$ cat config.mk
export PLATFORM = sky130hd
export DESIGN_NAME = core_control_register
export DESIGN_NICKNAME = d
export VERILOG_FILES = /design/src/hw/core_control_pkg.sv /design/src/hw/reg_access_if.sv /design/src/hw/axil_reg_port.sv /design/src/hw/core_control_register.sv
export SDC_FILE = /design/constraint.sdc
export NUM_CORES = 1
export LEC_CHECK = 0
export BUFFER_PORTS_ARGS = -buffer_cell sky130_fd_sc_hd__buf_2
export CAP_MARGIN = 20
export CORE_ASPECT_RATIO = 0.9
export CORE_MARGIN = 4
export CORE_UTILIZATION = 40
export CTS_CLUSTER_SIZE = 8
export DETAILED_ROUTE_END_ITERATION = 16
export GPL_TIMING_DRIVEN = 0
export PLACE_DENSITY = 0.76
export SETUP_SLACK_MARGIN = 0.15
export SLEW_MARGIN = 20
export SYNTH_ARGS = -nofsm -noshare
export SYNTH_HDL_FRONTEND = slang
export SYNTH_HIERARCHICAL = 1
export SYNTH_SLANG_ARGS = --single-unit
$ cat constraint.sdc
create_clock -name sys_clk -period 2.05 [get_ports sys_clk]
set_input_delay 0.41 -clock sys_clk [delete_from_list [all_inputs] [get_ports sys_clk]]
set_output_delay 0.41 -clock sys_clk [all_outputs]
set_load 0.02 [all_outputs]
$ cat src/hw/core_control_pkg.sv
// Constants shared by the core control register block
package core_control_pkg;
  localparam int          REG_W          = 16;
  localparam int          ADDR_W         = 4;
  localparam int          LEVEL_W        = 4;
  localparam int          DEPTH_W        = 3;
  // Byte addresses of the registers
  localparam logic [3:0]  OFS_CORE       = 4'h0;
  localparam logic [3:0]  OFS_STATUS     = 4'h4;
  localparam logic [3:0]  OFS_NEST       = 4'h8;
  localparam logic [3:0]  OFS_VIEW       = 4'hc;
  // Field positions in core_control
  localparam int          BIT_FRAC_INT   = 0;
  localparam int          BIT_ROUND      = 1;
  localparam int          BIT_PSV        = 2;
  localparam int          BIT_MSB        = 3;
  localparam int          BIT_ACC_SAT    = 4;
  localparam int          BIT_SAT_DW     = 5;
  localparam int          BIT_SAT_B      = 6;
  localparam int          BIT_SAT_A      = 7;
  localparam int          BIT_DEPTH_LO   = 8;
  localparam int          BIT_TERMINATE  = 11;
  localparam int          BIT_UNSIGNED   = 12;
  // Field positions in the status image, nesting control and view register
  localparam int          BIT_LOW_LO     = 5;
  localparam int          BIT_NEST_DIS   = 0;
  localparam int          BIT_BLOCKED    = 4;
  // Values after reset, write masks and low priority bit codes
  localparam logic [15:0] CORE_RESET     = 16'h0020;
  localparam logic [15:0] CORE_WRITABLE  = 16'h10f7;
  localparam logic [2:0]  LOW_RESET      = 3'h0;
  localparam logic [2:0]  LOW_USER_OFF   = 3'h7;
  localparam logic [2:0]  LOW_ZERO       = 3'h0;
  localparam logic [3:0]  LEVEL_RESET    = 4'h0;
  // AXI4-Lite responses
  localparam logic [1:0]  RESP_OKAY      = 2'h0;
  localparam logic [1:0]  RESP_SLVERR    = 2'h2;
endpackage : core_control_pkg

$ cat src/hw/reg_access_if.sv
// Register access strobes between the bus port and the register bank
`timescale 1ns/100ps
`default_nettype none
interface reg_access_if;
  import core_control_pkg::*;
  logic              wr_en;
  logic              rd_en;
  logic [ADDR_W-1:0] addr;
  logic [REG_W-1:0]  wdata;
  logic [1:0]        wstrb;
  logic [REG_W-1:0]  rdata;
  logic              err;
  modport bus  (output wr_en, rd_en, addr, wdata, wstrb, input rdata, err);
  modport regs (input wr_en, rd_en, addr, wdata, wstrb, output rdata, err);
endinterface : reg_access_if
`default_nettype wire

$ cat src/hw/axil_reg_port.sv
// AXI4-Lite slave front end that turns bus transfers into register strobes
`timescale 1ns/100ps
`default_nettype none
module axil_reg_port
  import core_control_pkg::*;
(
  input  wire logic              sys_clk,     // Core clock
  input  wire logic              reset_n,     // Async reset
  input  wire logic [ADDR_W-1:0] awaddr,      // Write address
  input  wire logic              awvalid,     // Write address valid
  output logic                   awready,     // Write address ready
  input  wire logic [31:0]       wdata,       // Write data
  input  wire logic [3:0]        wstrb,       // Write strobes
  input  wire logic              wvalid,      // Write data valid
  output logic                   wready,      // Write data ready
  output logic [1:0]             bresp,       // Write response
  output logic                   bvalid,      // Write response valid
  input  wire logic              bready,      // Write response ready
  input  wire logic [ADDR_W-1:0] araddr,      // Read address
  input  wire logic              arvalid,     // Read address valid
  output logic                   arready,     // Read address ready
  output logic [31:0]            rdata,       // Read data
  output logic [1:0]             rresp,       // Read response
  output logic                   rvalid,      // Read data valid
  input  wire logic              rready,      // Read data ready
  reg_access_if.bus              acc          // Register strobes
);
  logic              aw_held, w_held, ar_held;
  logic              next_aw_held, next_w_held, next_ar_held;
  logic [ADDR_W-1:0] aw_addr_q, ar_addr_q, next_aw_addr, next_ar_addr;
  logic [REG_W-1:0]  wdata_q, next_wdata;
  logic [1:0]        wstrb_q, next_wstrb;
  logic              next_awready, next_wready, next_arready;
  logic              next_bvalid, next_rvalid;
  logic [1:0]        next_bresp, next_rresp;
  logic [31:0]       next_rdata;
  logic              do_write, do_read;

  // Write wins a shared cycle; the read simply waits one cycle
  assign do_write  = aw_held && w_held && !bvalid;
  assign do_read   = ar_held && !rvalid && !do_write;
  assign acc.wr_en = do_write;
  assign acc.rd_en = do_read;
  assign acc.addr  = do_write ? aw_addr_q : ar_addr_q;
  assign acc.wdata = wdata_q;
  assign acc.wstrb = wstrb_q;

  always_comb begin
    next_aw_held = aw_held;
    next_w_held  = w_held;
    next_ar_held = ar_held;
    next_aw_addr = aw_addr_q;
    next_ar_addr = ar_addr_q;
    next_wdata   = wdata_q;
    next_wstrb   = wstrb_q;
    next_awready = awready;
    next_wready  = wready;
    next_arready = arready;
    next_bvalid  = bvalid;
    next_bresp   = bresp;
    next_rvalid  = rvalid;
    next_rresp   = rresp;
    next_rdata   = rdata;
    if (awvalid && awready) begin
      next_aw_held = 1'b1;
      next_aw_addr = awaddr;
      next_awready = 1'b0;
    end
    if (wvalid && wready) begin
      next_w_held = 1'b1;
      next_wdata  = wdata[REG_W-1:0];
      next_wstrb  = wstrb[1:0];
      next_wready = 1'b0;
    end
    if (arvalid && arready) begin
      next_ar_held = 1'b1;
      next_ar_addr = araddr;
      next_arready = 1'b0;
    end
    if (do_write) begin
      next_aw_held = 1'b0;
      next_w_held  = 1'b0;
      next_bvalid  = 1'b1;
      next_bresp   = acc.err ? RESP_SLVERR : RESP_OKAY;
    end else if (bvalid && bready) begin
      next_bvalid  = 1'b0;
      next_awready = 1'b1;
      next_wready  = 1'b1;
    end
    if (do_read) begin
      next_ar_held = 1'b0;
      next_rvalid  = 1'b1;
      next_rdata   = {16'h0000, acc.rdata};
      next_rresp   = acc.err ? RESP_SLVERR : RESP_OKAY;
    end else if (rvalid && rready) begin
      next_rvalid  = 1'b0;
      next_arready = 1'b1;
    end
  end

  always_ff @(posedge sys_clk or negedge reset_n) begin
    if (!reset_n) begin
      aw_held   <= 1'b0;
      w_held    <= 1'b0;
      ar_held   <= 1'b0;
      aw_addr_q <= '0;
      ar_addr_q <= '0;
      wdata_q   <= '0;
      wstrb_q   <= 2'h0;
      awready   <= 1'b1;
      wready    <= 1'b1;
      arready   <= 1'b1;
      bvalid    <= 1'b0;
      bresp     <= RESP_OKAY;
      rvalid    <= 1'b0;
      rresp     <= RESP_OKAY;
      rdata     <= 32'h0000_0000;
    end else begin
      aw_held   <= next_aw_held;
      w_held    <= next_w_held;
      ar_held   <= next_ar_held;
      aw_addr_q <= next_aw_addr;
      ar_addr_q <= next_ar_addr;
      wdata_q   <= next_wdata;
      wstrb_q   <= next_wstrb;
      awready   <= next_awready;
      wready    <= next_wready;
      arready   <= next_arready;
      bvalid    <= next_bvalid;
      bresp     <= next_bresp;
      rvalid    <= next_rvalid;
      rresp     <= next_rresp;
      rdata     <= next_rdata;
    end
  end
endmodule : axil_reg_port
`default_nettype wire

$ cat src/hw/core_control_register.sv
// Core control register bank with interrupt priority level logic
//
// How it works
// - Priority level is the MSB bit above the three low status bits.
// - While the MSB is set, all user interrupts are blocked.
// - With MSB set, the level is the upper alternative, eight plus low bits.
// - Nesting disable set makes the three low priority bits read-only.
// - The early loop-termination bit always reads back as zero.
// - MSB clear: low bits 111 mean level seven, user off; 000 mean zero.
`timescale 1ns/100ps
`default_nettype none
module core_control_register
  import core_control_pkg::*;
#(
  parameter int AXI_ADDR_W = ADDR_W
)(
  input  wire logic                  sys_clk,                 // 40 MHz core clock
  input  wire logic                  reset_n,                 // Async reset, active low
  input  wire logic [AXI_ADDR_W-1:0] awaddr,                  // Write address
  input  wire logic                  awvalid,                 // Write address valid
  output logic                       awready,                 // Write address ready
  input  wire logic [31:0]           wdata,                   // Write data
  input  wire logic [3:0]            wstrb,                   // Write strobes
  input  wire logic                  wvalid,                  // Write data valid
  output logic                       wready,                  // Write data ready
  output logic [1:0]                 bresp,                   // Write response
  output logic                       bvalid,                  // Write response valid
  input  wire logic                  bready,                  // Write response ready
  input  wire logic [AXI_ADDR_W-1:0] araddr,                  // Read address
  input  wire logic                  arvalid,                 // Read address valid
  output logic                       arready,                 // Read address ready
  output logic [31:0]                rdata,                   // Read data
  output logic [1:0]                 rresp,                   // Read response
  output logic                       rvalid,                  // Read data valid
  input  wire logic                  rready,                  // Read data ready
  input  wire logic [DEPTH_W-1:0]    loop_nest_depth,         // Active hardware loop count
  input  wire logic                  loop_iteration_end,      // Pulse at loop iteration end
  input  wire logic                  level_load,              // Core loads priority level
  input  wire logic [LEVEL_W-1:0]    level_value,             // Level loaded by the core
  output logic                       multiply_unsigned,       // DSP multiply unsigned
  output logic                       multiply_integer,        // DSP multiply integer mode
  output logic                       round_conventional,      // Biased rounding
  output logic                       psv_enable,              // Program space visible
  output logic                       acc_super_sat,           // 9.31 saturation
  output logic                       sat_data_write,          // Data write saturation
  output logic                       sat_acc_b,               // Accumulator B saturation
  output logic                       sat_acc_a,               // Accumulator A saturation
  output logic                       loop_early_terminate,    // Pending loop end request
  output logic [LEVEL_W-1:0]         cpu_priority_level,      // Effective priority level
  output logic                       user_interrupts_blocked  // User interrupts disabled
);
  generate
    if (AXI_ADDR_W != ADDR_W) begin : g_bad_addr
      $error("AXI_ADDR_W must equal the register address width");
    end
  endgenerate

  reg_access_if acc ();

  axil_reg_port u_port (
    .sys_clk (sys_clk),
    .reset_n (reset_n),
    .awaddr  (awaddr),
    .awvalid (awvalid),
    .awready (awready),
    .wdata   (wdata),
    .wstrb   (wstrb),
    .wvalid  (wvalid),
    .wready  (wready),
    .bresp   (bresp),
    .bvalid  (bvalid),
    .bready  (bready),
    .araddr  (araddr),
    .arvalid (arvalid),
    .arready (arready),
    .rdata   (rdata),
    .rresp   (rresp),
    .rvalid  (rvalid),
    .rready  (rready),
    .acc     (acc)
  );

  function automatic logic hits(input logic [ADDR_W-1:0] a, input logic [ADDR_W-1:0] ofs);
    hits = (a == ofs);
  endfunction : hits

  logic [REG_W-1:0]   core;
  logic [REG_W-1:0]   next_core;
  logic [2:0]         low_level;
  logic [2:0]         next_low_level;
  logic               nest_disable;
  logic               next_nest_disable;
  logic               next_terminate;
  logic [LEVEL_W-1:0] next_level;
  logic               next_blocked;
  logic [REG_W-1:0]   byte_mask;
  logic               wr_core, wr_status, wr_nest, terminate_set;

  assign byte_mask     = {{8{acc.wstrb[1]}}, {8{acc.wstrb[0]}}};
  assign wr_core       = acc.wr_en && hits(acc.addr, OFS_CORE);
  assign wr_status     = acc.wr_en && hits(acc.addr, OFS_STATUS) && acc.wstrb[0];
  assign wr_nest       = acc.wr_en && hits(acc.addr, OFS_NEST) && acc.wstrb[0];
  assign terminate_set = wr_core && acc.wstrb[1] && acc.wdata[BIT_TERMINATE];

  always_comb begin
    next_core         = core;
    next_low_level    = low_level;
    next_nest_disable = nest_disable;
    next_terminate    = loop_early_terminate;
    if (wr_core) begin
      next_core = (core & ~(byte_mask & CORE_WRITABLE)) | (acc.wdata & byte_mask & CORE_WRITABLE);
      // MSB is clear-only from software
      if (acc.wstrb[0] && !acc.wdata[BIT_MSB]) begin
        next_core[BIT_MSB] = 1'b0;
      end
    end
    if (wr_nest) begin
      next_nest_disable = acc.wdata[BIT_NEST_DIS];
    end
    if (wr_status && !nest_disable) begin
      next_low_level = acc.wdata[BIT_LOW_LO +: 3];
    end
    // Core load wins over a software write in the same cycle
    if (level_load) begin
      next_core[BIT_MSB] = level_value[LEVEL_W-1];
      next_low_level     = level_value[2:0];
    end
    // Request holds until the loop engine reaches an iteration end; a new set wins
    if (loop_iteration_end) begin
      next_terminate = 1'b0;
    end
    if (terminate_set) begin
      next_terminate = 1'b1;
    end
    next_level   = {next_core[BIT_MSB], next_low_level};
    next_blocked = next_core[BIT_MSB] || (next_low_level == LOW_USER_OFF);
  end

  always_ff @(posedge sys_clk or negedge reset_n) begin
    if (!reset_n) begin
      core                    <= CORE_RESET;
      low_level               <= LOW_RESET;
      nest_disable            <= 1'b0;
      loop_early_terminate    <= 1'b0;
      cpu_priority_level      <= LEVEL_RESET;
      user_interrupts_blocked <= 1'b0;
    end else begin
      core                    <= next_core;
      low_level               <= next_low_level;
      nest_disable            <= next_nest_disable;
      loop_early_terminate    <= next_terminate;
      cpu_priority_level      <= next_level;
      user_interrupts_blocked <= next_blocked;
    end
  end

  assign multiply_unsigned  = core[BIT_UNSIGNED];
  assign multiply_integer   = core[BIT_FRAC_INT];
  assign round_conventional = core[BIT_ROUND];
  assign psv_enable         = core[BIT_PSV];
  assign acc_super_sat      = core[BIT_ACC_SAT];
  assign sat_data_write     = core[BIT_SAT_DW];
  assign sat_acc_b          = core[BIT_SAT_B];
  assign sat_acc_a          = core[BIT_SAT_A];

  // Read decode; writes to the view register are accepted and ignored
  always_comb begin
    acc.rdata = 16'h0000;
    acc.err   = 1'b0;
    if (hits(acc.addr, OFS_CORE)) begin
      acc.rdata                           = core & CORE_WRITABLE;
      acc.rdata[BIT_MSB]                  = core[BIT_MSB];
      acc.rdata[BIT_DEPTH_LO +: DEPTH_W]  = loop_nest_depth;
      acc.rdata[BIT_TERMINATE]            = 1'b0;
    end else if (hits(acc.addr, OFS_STATUS)) begin
      acc.rdata[BIT_LOW_LO +: 3] = low_level;
    end else if (hits(acc.addr, OFS_NEST)) begin
      acc.rdata[BIT_NEST_DIS] = nest_disable;
    end else if (hits(acc.addr, OFS_VIEW)) begin
      acc.rdata[LEVEL_W-1:0] = cpu_priority_level;
      acc.rdata[BIT_BLOCKED] = user_interrupts_blocked;
    end else begin
      acc.err = 1'b1;
    end
  end
endmodule : core_control_register
`default_nettype wire

Yosys cells after proc, flatten, opt, wreduce, memory -nomap -nowiden
Index checks and enable logic that the tools add are counted.
{"block": "word_totals", "ff_bits": 77, "inputBits": 60, "out_inout_bits": 55, "elab_cells": 100}
{"block": "op_classes", "eq_ne": 4, "muxes": 39, "n_bitwise": 4, "reduce_logical": 31}
{"op": "1-bit two-way mux", "n": 28}
{"op": "1-bit logical AND", "n": 18}
{"op": "16-bit AND", "n": 1}
{"op": "13-bit inverter with 16-bit output", "n": 1}
{"op": "16-bit by 13-bit bitwise OR with 16-bit output", "n": 1}
{"op": "5-bit two-way mux", "n": 3}
{"op": "13-bit AND", "n": 1}
{"op": "4-bit two-way mux", "n": 3}
{"op": "2-bit nonzero test", "n": 6}
{"op": "3-bit two-way mux", "n": 3}
{"op": "4-bit == test, second input constant", "n": 2}
{"op": "8-bit two-way mux", "n": 1}
{"op": "1-bit zero test", "n": 5}
{"op": "4-bit by 3-bit == test with 1-bit output, second input constant", "n": 1}
{"op": "4-bit zero test", "n": 1}
{"op": "3-bit == test, second input constant", "n": 1}
{"op": "2-bit two-way mux", "n": 1}
{"op": "1-bit logical OR", "n": 1}

Logic depth before layout (Yosys ltp)
{"block": "logic_depth", "depth_word": 11, "mapped_depth": 7, "mapped_depth_nobuf": 7}

Cells and area by module
The synthesis kept the hierarchy.
{"module": "axil_reg_port", "instances": 1, "cells_per_inst": 146, "area_per_inst_um2": 2204.6, "seq_area_each_um2": 1305.0}
{"module": "core_control_register", "instances": 1, "cells_per_inst": 81, "area_per_inst_um2": 889.6, "seq_area_each_um2": 376.6}

Worst setup path before layout
OpenSTA, ideal clock, no wires.
{"block": "synth_path", "path_kind": "reg2reg", "startpoint": "register u_port.bvalid", "endpoint": "register with a tool-made name", "setup_time_ps": 125, "t_arrival_ps": 2149, "required_ps": 1925, "slack_ps": -224, "path_stages_with_launch": 6, "path_buffers": 0, "period_less_slack_ps": 2274, "path_cell_list": "dfrtp_1 nand3b_4 mux2_2 or4_4 nor2_8 mux2_4"}
{"item": "start, declared", "line_no": "axil_reg_port.sv:17", "text": "output logic bvalid,"}
{"item": "start signal, assigned", "line_no": "axil_reg_port.sv:129", "text": "bvalid <= next_bvalid;"}

Worst setup path after layout
{"block": "layout_path", "startpoint": "register u_port.bvalid", "endpoint": "register user_interrupts_blocked"}
{"block": "layout_via", "elab_chain_len": 11, "elab_cells_between_ends": 15, "classes_between": "eq/ne: 2; mux: 5; reduce/logical: 8"}
{"item": "1-bit zero test *", "line_no": "axil_reg_port.sv:40", "text": "assign do_write = aw_held && w_held && !bvalid;"}
{"item": "1-bit logical AND *", "line_no": "axil_reg_port.sv:40"}
{"item": "4-bit two-way mux *", "line_no": "axil_reg_port.sv:44", "text": "assign acc.addr = do_write ? aw_addr_q : ar_addr_q;"}
{"item": "via acc.addr[2]", "line_no": "reg_access_if.sv:8", "text": "logic [ADDR_W-1:0] addr;"}
{"item": "4-bit by 3-bit == test with 1-bit output", "line_no": "core_control_register.sv:84", "text": "hits = (a == ofs);"}
{"item": "1-bit logical AND (2 in series)", "line_no": "core_control_register.sv:101", "text": "assign wr_status = acc.wr_en && hits(acc.addr, OFS_STATUS) && acc.wstrb[0];"}
{"item": "1-bit logical AND", "line_no": "core_control_register.sv:120", "text": "if (wr_status && !nest_disable) begin"}
{"item": "3-bit two-way mux", "line_no": "core_control_register.sv:120"}
{"item": "3-bit two-way mux", "line_no": "core_control_register.sv:124", "text": "if (level_load) begin"}
{"item": "3-bit == test", "line_no": "core_control_register.sv:136", "text": "next_blocked = next_core[BIT_MSB] || (next_low_level == LOW_USER_OFF);"}
{"item": "1-bit logical OR *", "line_no": "core_control_register.sv:136"}
{"item": "via next_blocked", "line_no": "core_control_register.sv:95", "text": "logic next_blocked;"}
{"item": "end signal, assigned", "line_no": "core_control_register.sv:153", "text": "user_interrupts_blocked <= next_blocked;"}
{"item": "end, declared", "line_no": "core_control_register.sv:50", "text": "output logic user_interrupts_blocked"}
The timed path passes the listed nets; every way through them passes the cells marked *.
A chain may end at the register's enable or synchronous reset.

==> summary.md <==
| Metric | Value |
|---|---|
| Nets@finish | 393 |
| RR Endpoint | user_interrupts_blocked |
| All-layer global routing usage | 0.154 |
| Initial DRC Count | approximately 80 |
| CTS H-Tree Depth | 3 |
| Initial antenna violation count | 0 |
| Clock Tree Buf Depth | 2 |
| Final period util | 1.07 |
| Mapped cell area | ~0.0029 mm² |
| TritonCTS buffer count | 9 |
| Outcome | finished, violations left |
| Root Driver | clkbuf_8 |
| First-pass GRT wire length | 10100 µm |
| Number of global-route vias before repair | 1982 |
| I/O pin total | 115 |
| Final Wtd Congestion | 0.881 |
| R2R setup slack | -0.15 ns |
| FF-to-FF Start | u_port/bvalid |
| Final wirelength | 6350 µm |
| Most common cell after layout, fill and taps aside | buf_2 |
| TritonRoute pass-1 iters | 4 |
| FP Rows | 29 |
| Yosys warnings | 6 |
| Fin util | 0.560 |
| Die area | roughly 0.0086 mm² |
| CP Max Fanout | 6 |
| TritonCTS clock tree | yes |
| Via density per instance | ~4.6 |
| Setup_tns | -1.22 ns |
| Leakage | 2.03 nW |
| RSZ-0062 raised after global routing | yes |
| HP Class | input port to async pin |
| Post-route ant nets | 0 |
| R2R cell count | 7 |
| Max Fclk | 0.455 GHz |
| Worst path arrival time | 2.42 ns |
| # clock sinks | slightly above 60 |
| Peak supply drop | a little under 0.0008 V |
| Clock latency at the later pin of the worst-skew pair | 0.34 ns |
| Final worst setup slack | -0.147 ns |
| Slew headroom | 0.495 |
| Worst-path clk slew | 0.07 ns |
| Post-Place Worst Slack | -0.290 ns |
| Fin crit period | ~2.2 ns |
| Power Density | around 1500 mW/mm² |
| Slew Limit Fails | 0 |
| Residual DRC | 0 |
| WL/cell | 14.7 µm |
| Input/output buffers | 71 |
| Max Cap Viol | 0 |
| Post-DP HPWL | between 4000 and 5000 µm |
| Starting Density | 0.409 |
| Failing checks | setup timing |
| Met1 usage | 0.194 |
| Largest net degree at the start of global routing | 62 |
| Worst Tran Pin Value | 0.757 ns |
| Skew final | 0.00864 ns |
| Met2 usage | 0.244 |
| Startpoint types | flop |
| Fin. Hold Viols | 0 |
| Core box area | between 0.007 and 0.008 mm² |
| WS Path Type | flop to flop |
| Die Y-Extent | 88.5 µm |
| Total number of vias | 1970 |
| Syn_area_per_cell | 13.4 µm² |
| Grt ovf | 0 |
| Commonest cells after routing, fill and taps aside | buf_2, dfrtp_1, mux2_4 |
| Area growth syn-to-layout | 37.0% |
| Mapped Cells | between 200 and 250 |
| Final Hold Slack | 0.140 ns |
| ANT cells | 0 |
| Fraction of layout cells with a size suffix above 1 | 0.615 |
| GR peak layer | met2 |
| Worst endpoint required time | 2.27 ns |
| CP Capture Type | flop |
| M3 GR Usage | 0.0583 |
| Chip Width | approximately 100 µm |
| Final setup viols | 12 |
## worst max-delay path by stage
stage | start | end | slack [ns] | cells past startpoint
CTS | u_port/bvalid | flop | -0.16 | 5
global route | u_port/bvalid | user_interrupts_blocked | -0.21 | 7
global placement | u_port/bvalid | flop | -0.28 | 7
detailed placement | u_port/bvalid | flop | -0.29 | 7
floorplan | u_port/bvalid | flop | -0.15 | 5
finish | u_port/bvalid | user_interrupts_blocked | -0.15 | 7
## worst max-delay path: stages (launching register included)
cell and delay [ns]:
dfrtp_2 0.40, nand3b_4 0.20, mux2_4 0.34, or4_4 0.58
buf_6 0.15, o31ai_4 0.18, o21a_2 0.17, o31ai_2 0.07
## final cells by class
class	instances	area, µm²
well taps	93	116
repair buffers	87	515
fillers	616	3100
plain buffers	22	166
clock inverters	4	70.1
flip-flops and latches	61	1530
multi-input cells	138	1330
inverters	14	52.6
clock buffers	12	155
## report_power, final
group | switching (W) | total (W) | internal (W)
registers | 0.000357 | 0.00208 | 0.00173
logic | 0.00134 | 0.00275 | 0.00141
clock network | 0.000449 | 0.00120 | 0.000747
total | 0.00215 | 0.00603 | 0.00388
## what timing repair did
| item | in CTS | in global routing |
|---|---|---|
| pin swaps | 11 | 10 |
| setup endpoints to repair | 27 | 27 |
| hold buffers | 0 | 0 |
| resized for setup | 18 | 16 |
| buffers inserted | 11 | 5 |
## through the flow
stage | std cells | power (W) | area [µm²]
6_report | 431 | 0.00603 | 3940
4_1_cts | 426 | 0.00588 | 3830
3_5_place_dp | 399 | 0.00435 | 3440
5_1_grt | 431 | 0.00641 | 3940
3_3_place_gp | 399 | 0.00425 | 3440
2_1_floorplan | 235 | 0.00369 | 2960
## routing by layer
metal | vias up | share of wire
li1 | 950 | -
met1 | 951 | 0.43
met2 | 65 | 0.50
met3 | 4 | 0.064
met4 | 0 | 0.0076
met5 | - | 0
No activity file was read; power rests on OpenSTA's default activity.
